File: config.mk
export PLATFORM = sky130hd
export DESIGN_NAME = iox_expander
export DESIGN_NICKNAME = d
export VERILOG_FILES = /design/src/hdl/iox_pkg.sv /design/src/hdl/iox_sync.sv /design/src/hdl/iox_expander.sv
export SDC_FILE = /design/constraint.sdc
export NUM_CORES = 1
export LEC_CHECK = 0
export ABC_AREA = 0
export BUFFER_PORTS_ARGS = -buffer_cell sky130_fd_sc_hd__buf_4
export CORE_MARGIN = 5
export CORE_UTILIZATION = 50
export CTS_CLUSTER_DIAMETER = 100
export DETAILED_ROUTE_END_ITERATION = 8
export GPL_ROUTABILITY_DRIVEN = 0
export HOLD_SLACK_MARGIN = 0.1
export PLACE_DENSITY = 0.66
export SLEW_MARGIN = 20
export SYNTH_ARGS = -nofsm -noshare
export SYNTH_HDL_FRONTEND = slang
export SYNTH_SLANG_ARGS = --single-unit
File: constraint.sdc
create_clock -name i_mclk -period 4.5 [get_ports i_mclk]
set_input_delay 0.225 -clock i_mclk [delete_from_list [all_inputs] [get_ports i_mclk]]
set_output_delay 0.225 -clock i_mclk [all_outputs]
set_load 0.05 [all_outputs]
File: src/hdl/iox_pkg.sv
/*
 * iox_pkg: shared constants of the two-wire I/O expander register block.
 * Holds the slave address layout, the command selector codes, the reset
 * values of the writable registers and the bus state encoding.
 * Assumes every user writes iox_pkg::name and imports nothing.
 */
package iox_pkg;

    // width of one I/O port and of every register byte
    localparam int          IOX_PORT_W      = 8;
    // synchroniser depth for everything arriving from the pins
    localparam int          IOX_SYNC_STAGES = 2;
    // reset levels of {scl, sda, strap low, strap high}: bus lines idle high,
    // so the edge detectors see no false edge when reset lets go
    localparam logic [3:0]  IOX_BUS_SYNC_RST = 4'hc;

    // upper five bits of the 7-bit slave address, straps fill the low two
    localparam logic [4:0]  IOX_ADDR_FIXED  = 5'h1d;
    // position of the direction bit in the address byte (1 = read)
    localparam int          IOX_RW_BIT      = 0;

    // command selector codes (low three bits of the control register)
    localparam logic [2:0]  IOX_REG_IN0     = 3'h0;
    localparam logic [2:0]  IOX_REG_IN1     = 3'h1;
    localparam logic [2:0]  IOX_REG_OUT0    = 3'h2;
    localparam logic [2:0]  IOX_REG_OUT1    = 3'h3;
    localparam logic [2:0]  IOX_REG_INV0    = 3'h4;
    localparam logic [2:0]  IOX_REG_INV1    = 3'h5;
    localparam logic [2:0]  IOX_REG_DIR0    = 3'h6;
    localparam logic [2:0]  IOX_REG_DIR1    = 3'h7;

    // register kinds, selected by command bits 2:1
    localparam logic [1:0]  IOX_KIND_IN     = 2'h0;
    localparam logic [1:0]  IOX_KIND_OUT    = 2'h1;
    localparam logic [1:0]  IOX_KIND_INV    = 2'h2;
    localparam logic [1:0]  IOX_KIND_DIR    = 2'h3;

    // reset values
    localparam logic [7:0]  IOX_OUT_RST     = 8'hff;
    localparam logic [7:0]  IOX_INV_RST     = 8'h00;
    localparam logic [7:0]  IOX_DIR_RST     = 8'hff;
    localparam logic [7:0]  IOX_CMD_RST     = 8'h00;

    // bits per byte on the wire
    localparam logic [3:0]  IOX_BITS_BYTE   = 4'h8;

    // bus engine states, gray coded along the write and read paths
    typedef enum logic [3:0] {
        IOX_ST_IDLE   = 4'h0,
        IOX_ST_ADDR   = 4'h1,
        IOX_ST_AACK   = 4'h3,
        IOX_ST_CMD    = 4'h2,
        IOX_ST_CACK   = 4'h6,
        IOX_ST_WDATA  = 4'h7,
        IOX_ST_WACK   = 4'h5,
        IOX_ST_RDATA  = 4'hb,
        IOX_ST_RACK   = 4'ha
    } iox_state_t;

endpackage

File: src/hdl/iox_sync.sv
/*
 * iox_sync: two-flop synchroniser for a bundle of asynchronous levels.
 * Assumes each bit is an independent level; multi-bit words are not
 * guaranteed coherent, which is fine for pins and straps.
 */
`timescale 1ns/10ps
module iox_sync #(
    parameter int           W       = 1,
    // level held through reset, best set to the idle level of each line
    parameter logic [W-1:0] RST_VAL = '0
) (
    // clock and reset
    input  wire logic         i_mclk,
    input  wire logic         i_nrst,
    // asynchronous input and synchronised output
    input  wire logic [W-1:0] i_d,
    output logic      [W-1:0] o_q
);

    logic [W-1:0] meta_q;   // first stage, read only by the second
    logic [W-1:0] meta_d;
    logic [W-1:0] sync_q;   // second stage, safe to use
    logic [W-1:0] sync_d;

    // next values: plain shift through two stages
    always_comb begin
        meta_d = i_d;
        sync_d = meta_q;
    end

    // registers, preset to RST_VAL by the synchronous reset
    always_ff @(posedge i_mclk) begin
        if (!i_nrst) begin
            meta_q <= RST_VAL;
            sync_q <= RST_VAL;
        end else begin
            meta_q <= meta_d;
            sync_q <= sync_d;
        end
    end

    assign o_q = sync_q;

endmodule

File: src/hdl/iox_expander.sv
/*
 * iox_expander: two-wire slave and register file of a 16-bit I/O expander.
 * Decodes the strapped slave address, keeps the command byte and the
 * output, inversion and direction registers, and drives the two ports.
 * Assumes the bus clock is far slower than i_mclk (oversampled), that
 * the serial data line is open drain with an external pull-up, and
 * that the testbench resolves pins from the output enables.
 */
`timescale 1ns/10ps

module iox_expander #(
    parameter int PORT_W = iox_pkg::IOX_PORT_W
) (
    // clock and synchronous active-low reset (also the reset pin)
    input  wire logic              i_mclk,
    input  wire logic              i_nrst,
    // address straps
    input  wire logic              i_addr_strap_low,
    input  wire logic              i_addr_strap_high,
    // two-wire bus: clock in, open-drain data
    input  wire logic              i_scl,
    input  wire logic              i_sda,
    output logic                   o_sda,
    output logic                   o_sda_oe,
    // port zero pins
    input  wire logic [PORT_W-1:0] i_port_zero_pins,
    output logic      [PORT_W-1:0] o_port_zero_pins,
    output logic      [PORT_W-1:0] o_port_zero_oe,
    // port one pins
    input  wire logic [PORT_W-1:0] i_port_one_pins,
    output logic      [PORT_W-1:0] o_port_one_pins,
    output logic      [PORT_W-1:0] o_port_one_oe
);

    // the engine shifts whole bytes, so ports must be one byte wide
    if (PORT_W != 8) begin : g_width_check
        $error("iox_expander: PORT_W must be 8");
    end

    // synchronised pins and straps
    logic                  scl_s;       // bus clock level
    logic                  sda_s;       // bus data level
    logic                  strap_lo_s;  // low address strap
    logic                  strap_hi_s;  // high address strap
    logic [7:0]            pin0_s;      // port zero levels
    logic [7:0]            pin1_s;      // port one levels

    // edge history of the bus lines
    logic                  scl_prev_q;
    logic                  scl_prev_d;
    logic                  sda_prev_q;
    logic                  sda_prev_d;
    logic                  scl_rise;
    logic                  scl_fall;
    logic                  bus_start;   // also covers a repeated start
    logic                  bus_stop;

    // bus engine state
    iox_pkg::iox_state_t   st_q;
    iox_pkg::iox_state_t   st_d;
    logic [3:0]            cnt_q;       // bits seen in the current byte
    logic [3:0]            cnt_d;
    logic [7:0]            sh_q;        // receive shift register
    logic [7:0]            sh_d;
    logic [7:0]            tx_q;        // transmit shift register
    logic [7:0]            tx_d;
    logic                  rw_q;        // direction of this transaction
    logic                  rw_d;
    logic                  mnack_q;     // master answer after a read byte
    logic                  mnack_d;
    logic                  sda_oe_q;    // pull data low while set
    logic                  sda_oe_d;
    // control register and register file
    logic [7:0]            cmd_q;
    logic [7:0]            cmd_d;
    logic [1:0][7:0]       lat_q;       // output latches
    logic [1:0][7:0]       lat_d;
    logic [1:0][7:0]       inv_q;       // polarity inversion
    logic [1:0][7:0]       inv_d;
    logic [1:0][7:0]       dir_q;       // direction, 1 = input
    logic [1:0][7:0]       dir_d;
    logic [1:0][7:0]       poe_q;       // registered pin enables
    logic [1:0][7:0]       poe_d;
    // helpers
    logic [6:0]            own_addr;
    logic [2:0]            next_sel;    // other register of the pair
    logic [7:0]            rd_cur;      // read value for cmd_q
    logic [7:0]            rd_next;     // read value for next_sel

    // all outside levels pass two flops; the bus lines reset to idle high
    iox_sync #(.W (4), .RST_VAL (iox_pkg::IOX_BUS_SYNC_RST)) u_sync_bus (
        .i_mclk (i_mclk),
        .i_nrst (i_nrst),
        .i_d    ({i_scl, i_sda, i_addr_strap_low, i_addr_strap_high}),
        .o_q    ({scl_s, sda_s, strap_lo_s, strap_hi_s})
    );

    iox_sync #(.W (16)) u_sync_pins (
        .i_mclk (i_mclk),
        .i_nrst (i_nrst),
        .i_d    ({i_port_one_pins, i_port_zero_pins}),
        .o_q    ({pin1_s, pin0_s})
    );

    // read mux: input kind shows live pins through the inversion mask
    function automatic logic [7:0] rd_val(input logic [2:0] sel);
        logic [7:0] v;
        v = '0;
        case (sel[2:1])
            iox_pkg::IOX_KIND_IN:
                v = (sel[0] ? pin1_s : pin0_s) ^ inv_q[sel[0]];
            iox_pkg::IOX_KIND_OUT: v = lat_q[sel[0]];
            iox_pkg::IOX_KIND_INV: v = inv_q[sel[0]];
            iox_pkg::IOX_KIND_DIR: v = dir_q[sel[0]];
            default:               v = '0;
        endcase
        return v;
    endfunction

    // strapped address and edge detection on the sampled bus
    always_comb begin
        own_addr   = {iox_pkg::IOX_ADDR_FIXED, strap_hi_s, strap_lo_s};
        scl_prev_d = scl_s;
        sda_prev_d = sda_s;
        scl_rise   = scl_s & ~scl_prev_q;
        scl_fall   = ~scl_s & scl_prev_q;
        // data moving while the clock is high marks start or stop
        bus_start  = scl_s & scl_prev_q & sda_prev_q & ~sda_s;
        bus_stop   = scl_s & scl_prev_q & ~sda_prev_q & sda_s;
        next_sel   = {cmd_q[2:1], ~cmd_q[0]};
        rd_cur     = rd_val(cmd_q[2:0]);
        rd_next    = rd_val(next_sel);
    end

    always_ff @(posedge i_mclk) begin
        if (!i_nrst) begin
            scl_prev_q <= 1'b1;
            sda_prev_q <= 1'b1;
        end else begin
            scl_prev_q <= scl_prev_d;
            sda_prev_q <= sda_prev_d;
        end
    end

    // bus engine and register writes: one next-state process
    always_comb begin
        st_d     = st_q;
        cnt_d    = cnt_q;
        sh_d     = sh_q;
        tx_d     = tx_q;
        rw_d     = rw_q;
        mnack_d  = mnack_q;
        sda_oe_d = sda_oe_q;
        cmd_d    = cmd_q;
        lat_d    = lat_q;
        inv_d    = inv_q;
        dir_d    = dir_q;
        if (bus_start) begin
            // start or repeated start: listen for an address byte
            st_d     = iox_pkg::IOX_ST_ADDR;
            cnt_d    = '0;
            sda_oe_d = 1'b0;
        end else if (bus_stop) begin
            // stop always frees the data line
            st_d     = iox_pkg::IOX_ST_IDLE;
            sda_oe_d = 1'b0;
        end else begin
            case (st_q)
                iox_pkg::IOX_ST_ADDR,
                iox_pkg::IOX_ST_CMD,
                iox_pkg::IOX_ST_WDATA: begin
                    // receive: sample on the rising clock edge
                    if (scl_rise) begin
                        sh_d  = {sh_q[6:0], sda_s};
                        cnt_d = cnt_q + 4'h1;
                    end else if (scl_fall && cnt_q == iox_pkg::IOX_BITS_BYTE) begin
                        cnt_d = '0;
                        if (st_q == iox_pkg::IOX_ST_ADDR) begin
                            if (sh_q[7:1] == own_addr) begin
                                rw_d     = sh_q[iox_pkg::IOX_RW_BIT];
                                sda_oe_d = 1'b1;
                                st_d     = iox_pkg::IOX_ST_AACK;
                            end else begin
                                // not ours: no ack, sleep until next start
                                st_d = iox_pkg::IOX_ST_IDLE;
                            end
                        end else if (st_q == iox_pkg::IOX_ST_CMD) begin
                            cmd_d    = sh_q;
                            sda_oe_d = 1'b1;
                            st_d     = iox_pkg::IOX_ST_CACK;
                        end else begin
                            sda_oe_d = 1'b1;
                            st_d     = iox_pkg::IOX_ST_WACK;
                        end
                    end
                end
                iox_pkg::IOX_ST_AACK: begin
                    // end of address ack: branch on direction
                    if (scl_fall) begin
                        cnt_d = '0;
                        if (rw_q) begin
                            // read uses the stored selection, no command
                            tx_d     = rd_cur;
                            sda_oe_d = ~rd_cur[7];
                            st_d     = iox_pkg::IOX_ST_RDATA;
                        end else begin
                            sda_oe_d = 1'b0;
                            st_d     = iox_pkg::IOX_ST_CMD;
                        end
                    end
                end
                iox_pkg::IOX_ST_CACK: begin
                    if (scl_fall) begin
                        sda_oe_d = 1'b0;
                        st_d     = iox_pkg::IOX_ST_WDATA;
                    end
                end
                iox_pkg::IOX_ST_WACK: begin
                    // commit on the ack clock's rising edge
                    if (scl_rise) begin
                        case (cmd_q[2:1])
                            iox_pkg::IOX_KIND_OUT: lat_d[cmd_q[0]] = sh_q;
                            iox_pkg::IOX_KIND_INV: inv_d[cmd_q[0]] = sh_q;
                            iox_pkg::IOX_KIND_DIR: dir_d[cmd_q[0]] = sh_q;
                            default: ;  // input registers: accepted, no effect
                        endcase
                    end else if (scl_fall) begin
                        // more data goes to the other register of the pair
                        cmd_d[0] = ~cmd_q[0];
                        sda_oe_d = 1'b0;
                        st_d     = iox_pkg::IOX_ST_WDATA;
                    end
                end
                iox_pkg::IOX_ST_RDATA: begin
                    // transmit: master samples on rise, we shift on fall
                    if (scl_rise) begin
                        cnt_d = cnt_q + 4'h1;
                    end else if (scl_fall) begin
                        if (cnt_q == iox_pkg::IOX_BITS_BYTE) begin
                            cnt_d    = '0;
                            sda_oe_d = 1'b0;
                            st_d     = iox_pkg::IOX_ST_RACK;
                        end else begin
                            tx_d     = {tx_q[6:0], 1'b0};
                            sda_oe_d = ~tx_q[6];
                        end
                    end
                end
                iox_pkg::IOX_ST_RACK: begin
                    if (scl_rise) begin
                        mnack_d = sda_s;
                    end else if (scl_fall) begin
                        if (!mnack_q) begin
                            // acked: partner register next, selection follows
                            cmd_d[0] = ~cmd_q[0];
                            tx_d     = rd_next;
                            sda_oe_d = ~rd_next[7];
                            st_d     = iox_pkg::IOX_ST_RDATA;
                        end else begin
                            // nack: release the line and wait for stop
                            sda_oe_d = 1'b0;
                            st_d     = iox_pkg::IOX_ST_IDLE;
                        end
                    end
                end
                default: begin
                    st_d     = iox_pkg::IOX_ST_IDLE;
                    sda_oe_d = 1'b0;
                end
            endcase
        end
        // pin enables follow direction: zero drives, one floats
        poe_d = ~dir_d;
    end

    // registers of the engine and the register file
    always_ff @(posedge i_mclk) begin
        if (!i_nrst) begin
            st_q     <= iox_pkg::IOX_ST_IDLE;
            cnt_q    <= '0;
            sh_q     <= '0;
            tx_q     <= '0;
            rw_q     <= 1'b0;
            mnack_q  <= 1'b1;
            sda_oe_q <= 1'b0;
            cmd_q    <= iox_pkg::IOX_CMD_RST;
            lat_q    <= {2{iox_pkg::IOX_OUT_RST}};
            inv_q    <= {2{iox_pkg::IOX_INV_RST}};
            dir_q    <= {2{iox_pkg::IOX_DIR_RST}};
            poe_q    <= {2{~iox_pkg::IOX_DIR_RST}};
        end else begin
            st_q     <= st_d;
            cnt_q    <= cnt_d;
            sh_q     <= sh_d;
            tx_q     <= tx_d;
            rw_q     <= rw_d;
            mnack_q  <= mnack_d;
            sda_oe_q <= sda_oe_d;
            cmd_q    <= cmd_d;
            lat_q    <= lat_d;
            inv_q    <= inv_d;
            dir_q    <= dir_d;
            poe_q    <= poe_d;
        end
    end

    // outputs straight from flops; open drain only ever pulls low
    assign o_sda            = 1'b0;
    assign o_sda_oe         = sda_oe_q;
    // latch value always presented, enable decides if it reaches the pin
    assign o_port_zero_pins = lat_q[0];
    assign o_port_zero_oe   = poe_q[0];
    assign o_port_one_pins  = lat_q[1];
    assign o_port_one_oe    = poe_q[1];

endmodule

[Yosys cells after proc, flatten, opt, wreduce, memory -nomap -nowiden]
Index checks and enable logic that the tools add are counted.
Cells by class
  add/subtract/negate cells: 1
  $lt $le $gt $ge: 3
  equality and inequality tests: 41
  muxes and demuxes: 85
  bitwise operators: 23
  reductions and logical operators: 21
Operators by type and width (count)
  8-bit 2-to-1 mux: 15
  16-bit 2-to-1 mux: 5
  4-bit 2-to-1 mux: 19
  8-bit one-hot mux with 4 select lines: 2
  7-bit 2-to-1 mux: 8
  16-bit bitwise mux: 3
  4-bit != test, second input constant: 9
  2-bit != test, second input constant: 15
  9-bit AND reduction: 3
  1-bit 2-to-1 mux: 25
  4-bit one-hot mux with 6 select lines: 1
  7-bit one-hot mux with 3 select lines: 1
  16-bit NOT: 1
  8-bit XOR: 2
  7-bit AND reduction: 2
  1-bit NOT: 13
  4-bit by 3-bit == test with 1-bit output, second input constant: 3
  4-bit == test, second input constant: 3
  3-bit != test, second input constant: 4
  4-bit one-hot mux with 3 select lines: 1
  12-bit AND reduction: 1
  11-bit AND reduction: 1
  5-bit AND reduction: 2
  3-bit nonzero test: 3
  19 further kinds: 32
Word-level totals
  bits in registers: 135
  bits of input ports: 22
  output and inout bits: 34
  word-level logic and storage cells: 198

[Longest topological paths before layout]
Gate-level depths: netlist of the first run.
  depth in word-level cells: 11
  gate-level depth with buffers: 9
  depth with buffers taken out: 8

[Cells and area by module]
From an unflattened synthesis of the first run, not the netlist that was laid out.
Second synthesis, totals
  cell total of the unflattened synthesis: 698
  area, all modules: 6421.2 um2
By module, submodules not included
  iox_expander: times used 1, cells each 615, area each 5315.1 um2, seq. area each 1901.8 um2
  iox_sync (u_sync_pins): times used 1, cells each 67, area each 895.9 um2, seq. area each 640.6 um2
  iox_sync (u_sync_bus): times used 1, cells each 16, area each 210.2 um2, seq. area each 160.2 um2

[Least setup slack after synthesis of the first run]
OpenSTA, ideal clock, no wires.
  path kind: register to register
  start point: register cnt_q[0]
  end point: register tx_q[3]
  setup time: 0.074 ns
  arrival time: 1.877 ns
  data required time: 4.426 ns
  setup slack: 2.549 ns
  cell stages (with the launch flop): 10
  path buffers: 1
  period minus slack after synthesis: 1.951 ns
  cells stage by stage: dfxtp_1 > inv_1 > ha_1 > and3b_1 > a211oi_1 > a41oi_1 > a2111oi_2 > buf_2 > o21ai_0 > a31oi_1
On the way
  word-level cells in the longest chain between the ends: 3
RTL lines
  start: declaration: RTL line iox_expander.sv:61  | logic [3:0] cnt_q;
  start signal: assignment: RTL line iox_expander.sv:293  | cnt_q <= cnt_d;
  4-bit == test: RTL line iox_expander.sv:239  | if (cnt_q == iox_pkg::IOX_BITS_BYTE) begin
  2-bit != test (no line)
  11-bit AND reduction (no line)
  end signal: assignment: RTL line iox_expander.sv:295  | tx_q <= tx_d;
  end: declaration: RTL line iox_expander.sv:65  | logic [7:0] tx_q;
No other way between the ends.
A chain may end at the register's enable or synchronous reset.

[Worst setup path after layout of the first run]
  start point: register st_q[0]
  end point: register lat_q (netlist bit o_port_one_pins[3])
On the way
  word-level cells in the longest chain between the ends: 2
RTL lines
  start: declaration: RTL line iox_expander.sv:59  | iox_pkg::iox_state_t st_q;
  start signal: assignment: RTL line iox_expander.sv:279  | st_q <= iox_pkg::IOX_ST_IDLE;
  start signal: assignment: RTL line iox_expander.sv:292  | st_q <= st_d;
  4-bit by 3-bit == test with 1-bit output: RTL line iox_expander.sv:168  | case (st_q)
  5-bit AND reduction (no line)
  end signal: assignment: RTL line iox_expander.sv:287  | lat_q <= {2{iox_pkg::IOX_OUT_RST}};
  end signal: assignment: RTL line iox_expander.sv:300  | lat_q <= lat_d;
  end: declaration: RTL line iox_expander.sv:76  | logic [1:0][7:0] lat_q;
No other way between the ends.

==> results of run 1 <==
-- final cells by class --
cell class                      instances  area, um^2
Sequential cell                       135        2706
Inverter                               15       56.30
Tap cell                              176       220.2
Timing Repair Buffer                   81       658.1
Multi-Input combinational cell        528        3568
Clock buffer                           20       446.7
Fill cell                            1150        5235
Clock inverter                         10       193.9
-- routing by layer --
metal / vias to the layer above / track usage / part of all wire
met5: - / 0 / 0
met4: 0 / 0.09284 / 0.032
met3: 47 / 0.05832 / 0.056
met2: 214 / 0.3734 / 0.49
met1: 2612 / 0.2762 / 0.42
li1: 2661 / - / -
-- cells in the final DEF, fill, tap and decap left out, types with 3 or more instances in the layout --
master         count
a41oi_1            3
xnor2_1           13
or3_1              3
o221ai_1           5
a22o_1             6
buf_4             61
o21ai_0           27
clkinv_4           3
a211oi_1          10
nand3b_1          10
nand3_1           11
o211ai_1          11
dlygate4sd3_1     20
o22ai_1           11
dfxtp_1          132
a2111oi_0          3
nor2b_1           14
a31oi_1            8
nor3b_1            3
dfxtp_2            3
bufinv_16          5
nand2b_1          20
nand2_1           76
a21oi_1           30
inv_1             14
ha_1               5
xor2_1             5
nor2_1            53
o32ai_1            3
a221oi_1           3
mux2i_1           90
clkbuf_16         17
and2_1            54
-- critical path, stage by stage, from the launching register on --
cell and delay [ns]:
dfxtp_1 0.98, inv_2 0.30, nor3_4 0.34, nand4_1 0.25, nor3b_1 0.41, buf_4 0.26
mux2i_1 0.25, nand2_1 0.08
-- Yosys cell counts, types with 3 or more instances --
cell type  number
a211oi_1       10
o22ai_1        11
or3_1           3
a21oi_1        30
a41oi_1         3
and2_1         54
dfxtp_1       135
o21ai_0        27
nor2b_1        14
a31oi_1         8
inv_1          14
o211ai_1       11
o32ai_1         3
nor3b_1         3
nor2_1         53
xor2_1          5
o221ai_1        5
nand3b_1       10
nand2_1        76
buf_1           6
a221oi_1        3
nand2b_1       20
a22o_1          6
ha_1            5
mux2i_1        90
clkbuf_1       33
a2111oi_0       3
buf_2          20
nand3_1        11
xnor2_1        13
-- through the flow --
| stage | setup WS, ns | total power, mW | util | instances | area, um^2 |
|---|---|---|---|---|---|
| after floorplan | 2.549 | 1.315 | - | 739 | 6589 |
| final | 1.498 | 2.848 | 0.5999 | 965 | 7850 |
| after detailed placement | 1.625 | 1.348 | 0.5357 | 915 | 7009 |
| after global routing | 1.325 | 2.942 | 0.5999 | 965 | 7850 |
| after global placement | 1.759 | 1.346 | 0.5357 | 915 | 7009 |
| after CTS | 1.589 | 2.867 | 0.5999 | 965 | 7850 |
-- path summary, 6_finish.rpt --
check | from | end | cells after the start
setup / recovery | st_q[0]$_SDFFE_PN0P_ | o_port_one_pins[3]$_SDFFE_PN1P_ | 7
setup reg to reg | st_q[0]$_SDFFE_PN0P_ | o_port_one_pins[3]$_SDFFE_PN1P_ | 7
hold reg to reg | u_sync_bus.meta_q[3]$_SDFF_PN1_ | u_sync_bus.o_q[3]$_SDFF_PN1_ | 1
hold / removal | i_nrst | dir_q[15]$_SDFF_PN1_ | 2
-- sequential cells by signal (all words and copies together), names as in the netlist, 16 cells and up --
name,count
dir_q,16
inv_q,16
u_sync_pins.meta_q,16
u_sync_pins.o_q,16
-- timing repair --
item,in CTS,in global routing
endpoints found under the hold margin,20,0
setup buffers,0,0
hold buffers,20,0
-- kinds of logic (layout without fill, tap and decap cells) --
| logic type | Yosys count | after routing | synth area share |
|---|---|---|---|
| AOI/OAI and AO/OA | 142 | 142 | 0.1477 |
| xor gates and xnor gates | 19 | 19 | 0.02640 |
| adders and majority gates | 5 | 5 | 0.009495 |
| buffers and inverters | 76 | 126 | 0.04823 |
| DFF | 135 | 135 | 0.4102 |
| muxes | 92 | 92 | 0.1401 |
| other | 1 | 1 | 0.0005691 |
| and+or+nand+nor | 269 | 269 | 0.2172 |
-- power by group --
group          internal, mW  total (mW)  switching (mW)
registers              1.21        1.23          0.0119
clock network         0.998        1.51           0.513
logic                0.0536       0.111          0.0579
total                  2.27        2.85           0.582
==> results_dict.tcl, run 1 <==
set metrics [dict create \
    status "completed" \
    synth_top_area_cell "dfxtp_1" \
    cts_resized 0 \
    crit_path_max_fanout 29 \
    hold_path.class "input port to register" \
    synth_ff_type "dfxtp_1" \
    cts_buffer_depth 2 \
    tightestPinTransition_ns 1.065 \
    hold_ws_ns 0.1919 \
    h-tree-depth 4 \
    drtIter0Drc 550 \
    track_usage 0.2246 \
    reg2reg_slack_ns 1.50 \
    num_vias 5534 \
    core_area_um2 13090 \
    layout-drive-gt1-share 0.1394 \
    cts_num_sinks 135 \
    fmax_mhz 333.1 \
    syn_inst 739 \
    fin_skew_ns 0.006235 \
    worstPathRequired_ns 4.78 \
    start_kind "register" \
    final_max_slew_viol_count 0 \
    clk_pin_slew_worst_paths_ns 0.06 \
    hold_violations 0 \
    tns_ns 0 \
    async_flop_share 0 \
    nets 805 \
    die_x_um 124.8 \
    ys_seq_area_frac 0.4102 \
    detail-route-antenna-nets 0 \
    io-pin-count 56 \
    syn_nets 766 \
    power_density_nw_per_um2 362.7 \
    synth.avg_cell_area_um2 8.916 \
    crit_path_end_kind "register" \
    fp.dieH_um 124.8 \
    grt_pass1_vias 5491 \
    cts_tree "done" \
    yosys_register_bits 135 \
    grt_max_degree 54 \
    maxSlewHeadroom 0.2893 \
    rsz0062_at_grt "false" \
    synth_area_leaders "dfxtp_1, mux2i_1, and2_1" \
    dp_hpwl_um 11750 \
    synth_area_um2 6589 \
    wire_per_inst_um 18.02 \
    num_rows 42 \
    maxCapViolCount 0 \
    ir_drop_mv 0.4261 \
    synth_edf_count 0 \
    worstSetupPathType "register to register" \
    antenna_found_initial 0 \
    grt.overflow.total 0 \
    clk_latency_ns 0.41 \
    numCtsBuffers 17 \
    totalWireLength_um 17390 \
    power_leakage_nw 3.056 \
    fin_crit_ns 3.002 \
    die_area_um2 15570 \
    drc 0 \
    portBuffers 54 \
    synth_cell_types 71 \
    cts_root_buf "clkbuf_16" \
    synth_top_area_frac 0.4102 \
    area_growth_pct 19.14 \
    yosys_warnings 0 \
    dr.pass1.iters 5 \
    fin_crit_sh 0.6672 \
    grt_pass1_wl_um 28460 \
    vias_per_cell 5.735 \
    crit_arrival_ns 3.28 \
    initial_core_util 0.5035 \
    insertedDiodeCount 0 \
    setup_viol 0 \
]
Note: power is estimated with default switching activity, not from simulation.
==> run 2: changes to the inputs <==
--- a/config.mk
+++ b/config.mk
@@ -13,7 +13,7 @@
 export DETAILED_ROUTE_END_ITERATION = 8
 export GPL_ROUTABILITY_DRIVEN = 0
 export HOLD_SLACK_MARGIN = 0.1
-export PLACE_DENSITY = 0.66
+export PLACE_DENSITY = 0.68
 export SLEW_MARGIN = 20
 export SYNTH_ARGS = -nofsm -noshare
 export SYNTH_HDL_FRONTEND = slang
==> constraint.sdc (replaced) <==
create_clock -name i_mclk -period 2.6 [get_ports i_mclk]
set_input_delay 0.13 -clock i_mclk [delete_from_list [all_inputs] [get_ports i_mclk]]
set_output_delay 0.13 -clock i_mclk [all_outputs]
set_load 0.05 [all_outputs]
==> run 2 against run 1 <==
  * Highest routed layer unchanged
  * Sequential power increased by 72%
  * Critical path depth stayed put
  * Non-clock buffer count up 19
  * Largest power group unchanged
  * Combinational power grew 82%
  * Largest cell class unchanged
  * Sequential share of layout area is 0.41 points lower
  * Total power up 63%
  * First-iteration DRC count fell by 10%
  * Final area grew 1.2%
  * Die area stayed put
  * Fmax rose by 26%
  * Via count is 2.3% higher
==> results_dict.tcl, run 2 (synthesis gave the netlist of run 1 again) <==
set metrics [dict create \
    fin_crit_sh 0.9138 \
    num_rows 42 \
    intPower_mw 3.613 \
    track_usage 0.2286 \
    worstSetupPathType "register to register" \
    cts_resized 0 \
    totalWireLength_um 17570 \
    start_kind "register" \
    tns_ns 0 \
    nets 824 \
    cts_num_sinks 135 \
    dr.pass1.iters 6 \
    maxSlewHeadroom 0.3618 \
    fp.dieH_um 124.8 \
    fin_skew_ns 0.007274 \
    power_density_nw_per_um2 584.4 \
    cts_tree "done" \
    grt.overflow.total 0 \
    dp_hpwl_um 12150 \
    die_x_um 124.8 \
    vias_per_cell 5.741 \
    combPwrFrac 0.044 \
    wire_per_inst_um 17.82 \
    mostFrequentLayoutCells "dfxtp_1, mux2i_1, buf_4" \
    core_area_um2 13090 \
    crit_arrival_ns 2.67 \
    crit_path_end_kind "register" \
    clk_pin_slew_worst_paths_ns 0.06 \
    clk_latency_ns 0.42 \
    final_max_slew_viol_count 0 \
    cts_buffer_depth 2 \
    crit_path_max_fanout 16 \
    grt_pass1_vias 5616 \
    cts_root_buf "clkbuf_16" \
    status "completed" \
    die_area_um2 15570 \
    grt_max_degree 58 \
    grt_pass1_wl_um 28870 \
    io-pin-count 56 \
    seq_power_share 0.455 \
    drtIter0Drc 494 \
    dp.cells 933 \
    layout-drive-gt1-share 0.1617 \
    drc 0 \
    rsz0062_at_grt "false" \
    antenna_found_initial 0 \
    layout_commonest_cell "dfxtp_1" \
    ir_drop_mv 0.4864 \
    initial_core_util 0.5035 \
    portBuffers 54 \
    fin_cells 986 \
    area_growth_pct 20.58 \
    worstPathRequired_ns 2.89 \
    power_leakage_nw 3.125 \
    pwr-share-clk 0.501 \
    swShare 0.2218 \
    numCtsBuffers 17 \
    fmax_mhz 420.9 \
    tightestPinTransition_ns 0.9562 \
    insertedDiodeCount 0 \
    setup_viol 0 \
    num_vias 5661 \
    hold_path.class "register to register" \
    p_switching_mw 1.030 \
    maxCapViolCount 0 \
    h-tree-depth 4 \
    hold_violations 0 \
    fin_crit_ns 2.376 \
    detail-route-antenna-nets 0 \
]
-- run 2: changes by cell type in the layout (fill, tap and decap cells not counted), moves of 2 or more --
| cell | delta |
|---|---|
| clkinv_2 | +3 |
| clkinv_4 | -2 |
| buf_4 | +17 |
| clkbuf_8 | +3 |
| bufinv_16 | -4 |
| clkinvlp_4 | +3 |
-- run 2: final timing paths --
kind,from,to,slack (ns),cells past startpoint
worst min register to register,u_sync_bus.meta_q[2]$_SDFF_PN1_,u_sync_bus.o_q[2]$_SDFF_PN1_,0.40,1
worst min-delay path,u_sync_bus.meta_q[2]$_SDFF_PN1_,u_sync_bus.o_q[2]$_SDFF_PN1_,0.40,1
worst max register to register,st_q[2]$_SDFFE_PP0P_,o_port_one_pins[1]$_SDFFE_PN1P_,0.22,7
worst max-delay path,st_q[2]$_SDFFE_PP0P_,o_port_one_pins[1]$_SDFFE_PN1P_,0.22,7
-- run 2: worst max-delay path: stages, from the launching register on --
cell	delay [ns]
dfxtp_1	0.64
nand2b_1	0.22
nor3_4	0.26
nand4_1	0.26
nor3b_1	0.35
buf_4	0.24
mux2i_1	0.22
nand2_1	0.07
-- run 2: timing repair --
item	4_1_cts	5_1_grt
setup endpoints to repair	0	0
setup buffers	0	0
hold buffers	21	0
hold endpoints to repair	33	0
-- run 2: per-stage QoR --
stage                     power, mW  instance area (um^2)  setup slack, ns  hold slack, ns  utilization
after floorplan               2.276                  6589           0.6492          0.2315            -
after global placement        2.329                  7157           0.3649          0.3161       0.5470
after detailed placement      2.334                  7157           0.2616          0.3152       0.5470
after CTS                     4.668                  7945           0.2592          0.4048       0.6072
after global routing          4.800                  7945          0.02100          0.4156       0.6072
final                         4.643                  7945           0.2240          0.4027       0.6072
-- run 2: metal layers --
layer  share of wire  global-route usage  vias up
li1                -                   -     2692
met4           0.038              0.1025        0
met3           0.057             0.05360       48
met2            0.49              0.3877      225
met1            0.41              0.2750     2696
met5               0                   0        -
-- run 2: power groups by stage --
| stage | Clock [mW] | Combinational, mW | Sequential, mW |
|---|---|---|---|
| 6_report | 2.33 | 0.202 | 2.11 |
| 5_1_grt | 2.46 | 0.221 | 2.12 |
| 4_1_cts | 2.35 | 0.200 | 2.11 |
| 3_5_place_dp | 0 | 0.174 | 2.16 |
| 3_3_place_gp | 0 | 0.170 | 2.16 |
| 2_1_floorplan | 0 | 0.120 | 2.16 |
-- run 2: area by class of cell --
type                    count  area (um^2)
clock buffers              22        484.2
clock inverters            10        93.84
fillers                  1096         5140
inverters                  15        56.30
multi-input cells         528         3568
flip-flops and latches    135         2706
well taps                 176        220.2
repair buffers            100        815.8
==> run 3: changes to the inputs <==
--- a/config.mk
+++ b/config.mk
@@ -7,6 +7,7 @@
 export LEC_CHECK = 0
 export ABC_AREA = 0
 export BUFFER_PORTS_ARGS = -buffer_cell sky130_fd_sc_hd__buf_4
+export CORE_ASPECT_RATIO = 0.9
 export CORE_MARGIN = 5
 export CORE_UTILIZATION = 50
 export CTS_CLUSTER_DIAMETER = 100
==> run 3 against run 2 <==
  * First-iteration DRC count grew 29%
  * Routed wire length shrank 3.5%
  * Global-route usage shrank 0.89 points
  * Setup slack lost 0.032 ns
  * Combinational power is essentially flat
  * Largest power group unchanged
==> results_dict.tcl, run 3 (synthesis gave the netlist of run 1 again) <==
set metrics [dict create \
    status "completed" \
    timing.rr.start "st_q[3]$_SDFFE_PP0P_" \
    h-tree-depth 4 \
    tns_ns 0 \
    grt_max_degree 53 \
    fin_crit_sh 0.9262 \
    cpLargestDelayFamily "simple AND/OR/NAND/NOR gates" \
    cts_root_buf "clkbuf_16" \
    crit_path_max_fanout 20 \
    cts_buffer_depth 2 \
    fill_cells 1046 \
    grt.overflow.total 0 \
    die_area_um2 15580 \
    numCtsBuffers 17 \
    pwr-share-clk 0.526 \
    fin_crit_ns 2.408 \
    swShare 0.2082 \
    multi_input_area_um2 3573 \
    hold_depth 1 \
    cts_tree "done" \
    combPwrFrac 0.041 \
    reg2reg_to "st_q[2]$_SDFFE_PP0P_" \
    reg2reg_slack_ns 0.19 \
    intPower_mw 3.875 \
    p_switching_mw 1.019 \
    initial_core_util 0.5154 \
    drtIter0Drc 639 \
    wire_per_inst_um 17.52 \
    vias_per_cell 5.819 \
    nets 820 \
    num_rows 39 \
    path_depth 6 \
    maxCapViolCount 0 \
    die_x_um 131.0 \
    start_kind "register" \
    dr.pass1.iters 5 \
    insertedDiodeCount 0 \
    worstPathRequired_ns 2.95 \
    hold_violations 0 \
    power_density_nw_per_um2 614.2 \
    portBuffers 54 \
    final_max_slew_viol_count 0 \
    cp-startpoint "st_q[3]$_SDFFE_PP0P_" \
    cts_num_sinks 135 \
    core_area_um2 12780 \
    ir_drop_mv 0.4764 \
    fin_skew_ns 0.006803 \
    layout-drive-gt1-share 0.1567 \
    seq_power_share 0.433 \
    worstSetupPathType "register to register" \
    ff_latch_area_um2 2708 \
    tightestPinTransition_ns 0.9848 \
    power_leakage_nw 3.128 \
    fmax_mhz 415.3 \
    num_vias 5633 \
    cts_setup_buffers 0 \
    crit_arrival_ns 2.75 \
    critPathMaxStageDelay_ns 0.76 \
    reg2reg_depth 6 \
    crit_path_end_kind "register" \
    detail-route-antenna-nets 0 \
    critPathSlowestCell "dfxtp_1" \
    fp.dieH_um 118.9 \
    grt_pass1_vias 5193 \
    totalWireLength_um 16960 \
    path_cells "nand2b_1 -> o22ai_2 -> a32oi_2 -> nand3_2 -> or4_1 -> a21oi_1" \
    cp_num_buf_inv 0 \
    io-pin-count 56 \
    drc 0 \
    area_growth_pct 20.93 \
    track_usage 0.2198 \
    hold_ws_ns 0.4040 \
    antenna_found_initial 0 \
    clk_latency_ns 0.42 \
    rsz0062_at_grt "false" \
    grt_pass1_wl_um 27090 \
    dp_hpwl_um 11510 \
    maxSlewHeadroom 0.3428 \
    clk_pin_slew_worst_paths_ns 0.06 \
    layout_commonest_cell "dfxtp_1" \
    setup_viol 0 \
    hold_path.class "register to register" \
    mostFrequentLayoutCells "dfxtp_1, mux2i_1, nand2_1" \
    crit_path_end "st_q[2]$_SDFFE_PP0P_" \
]
-- run 3: changes by cell type in the layout (fill, tap and decap cells not counted), sizes merged --
cell	previous run	this run
buf	79	73
bufinv	1	4
clkbuf	22	20
clkinv	4	3
clkinvlp	3	1
dlygate4sd3	21	23
-- run 3: worst register-to-register path: stages (launching register included) --
cell,delay (ns)
dfxtp_1,0.76
nand2b_1,0.29
o22ai_2,0.16
a32oi_2,0.30
nand3_2,0.18
or4_1,0.52
a21oi_1,0.12
-- run 3: how the worst min path moves through the flow --
stage,startpoint,slack (ns),end
2_1_floorplan,i_sda,0.23,u_sync_bus.meta_q[2]$_SDFF_PN1_
3_3_place_gp,i_sda,0.32,u_sync_bus.meta_q[2]$_SDFF_PN1_
3_5_place_dp,i_sda,0.32,u_sync_bus.meta_q[2]$_SDFF_PN1_
4_1_cts,u_sync_bus.meta_q[2]$_SDFF_PN1_,0.40,u_sync_bus.o_q[2]$_SDFF_PN1_
5_1_grt,u_sync_bus.meta_q[2]$_SDFF_PN1_,0.43,u_sync_bus.o_q[2]$_SDFF_PN1_
6_report,u_sync_bus.meta_q[2]$_SDFF_PN1_,0.40,u_sync_bus.o_q[2]$_SDFF_PN1_
-- run 3: metal layers --
layer  global-route usage  vias up  part of all wire
li1                     -     2678                 -
met1               0.3122     2663              0.46
met2               0.3227      245              0.44
met3              0.05103       47             0.074
met4              0.08355        0             0.024
met5                    0        -                 0
-- run 3: repair_timing --
item / in CTS / in global routing
gates resized for setup: 0 / 2
hold buffers: 23 / 0
endpoints found under the setup margin: 0 / 3
hold endpoints to repair: 27 / 0
-- run 3: layout make-up --
type                       count  share of cell area
clock buffer                  20             0.05857
clock inverter                10             0.02104
inverter                      15            0.007067
multi-input combinational    528              0.4485
sequential                   135              0.3398
tap                          164             0.02575
timing repair buffer          96             0.09925
-- run 3: through the flow --
stage	instance area (um^2)	power, mW	setup slack [ns]	instances	util
global placement	7097	2.328	0.3384	915	0.5551
detailed placement	7097	2.332	0.2586	915	0.5551
finish	7968	4.893	0.1920	968	0.6232
floorplan	6589	2.276	0.6492	739	-
CTS	7961	4.932	0.2262	968	0.6227
global route	7968	5.049	0.008780	968	0.6232
-- run 3: power by group through the flow --
stage	logic, mW	registers (mW)	clock network, mW
6_report	0.200	2.12	2.58
5_1_grt	0.218	2.12	2.71
4_1_cts	0.197	2.12	2.62
3_5_place_dp	0.169	2.16	0
3_3_place_gp	0.166	2.16	0
2_1_floorplan	0.120	2.16	0
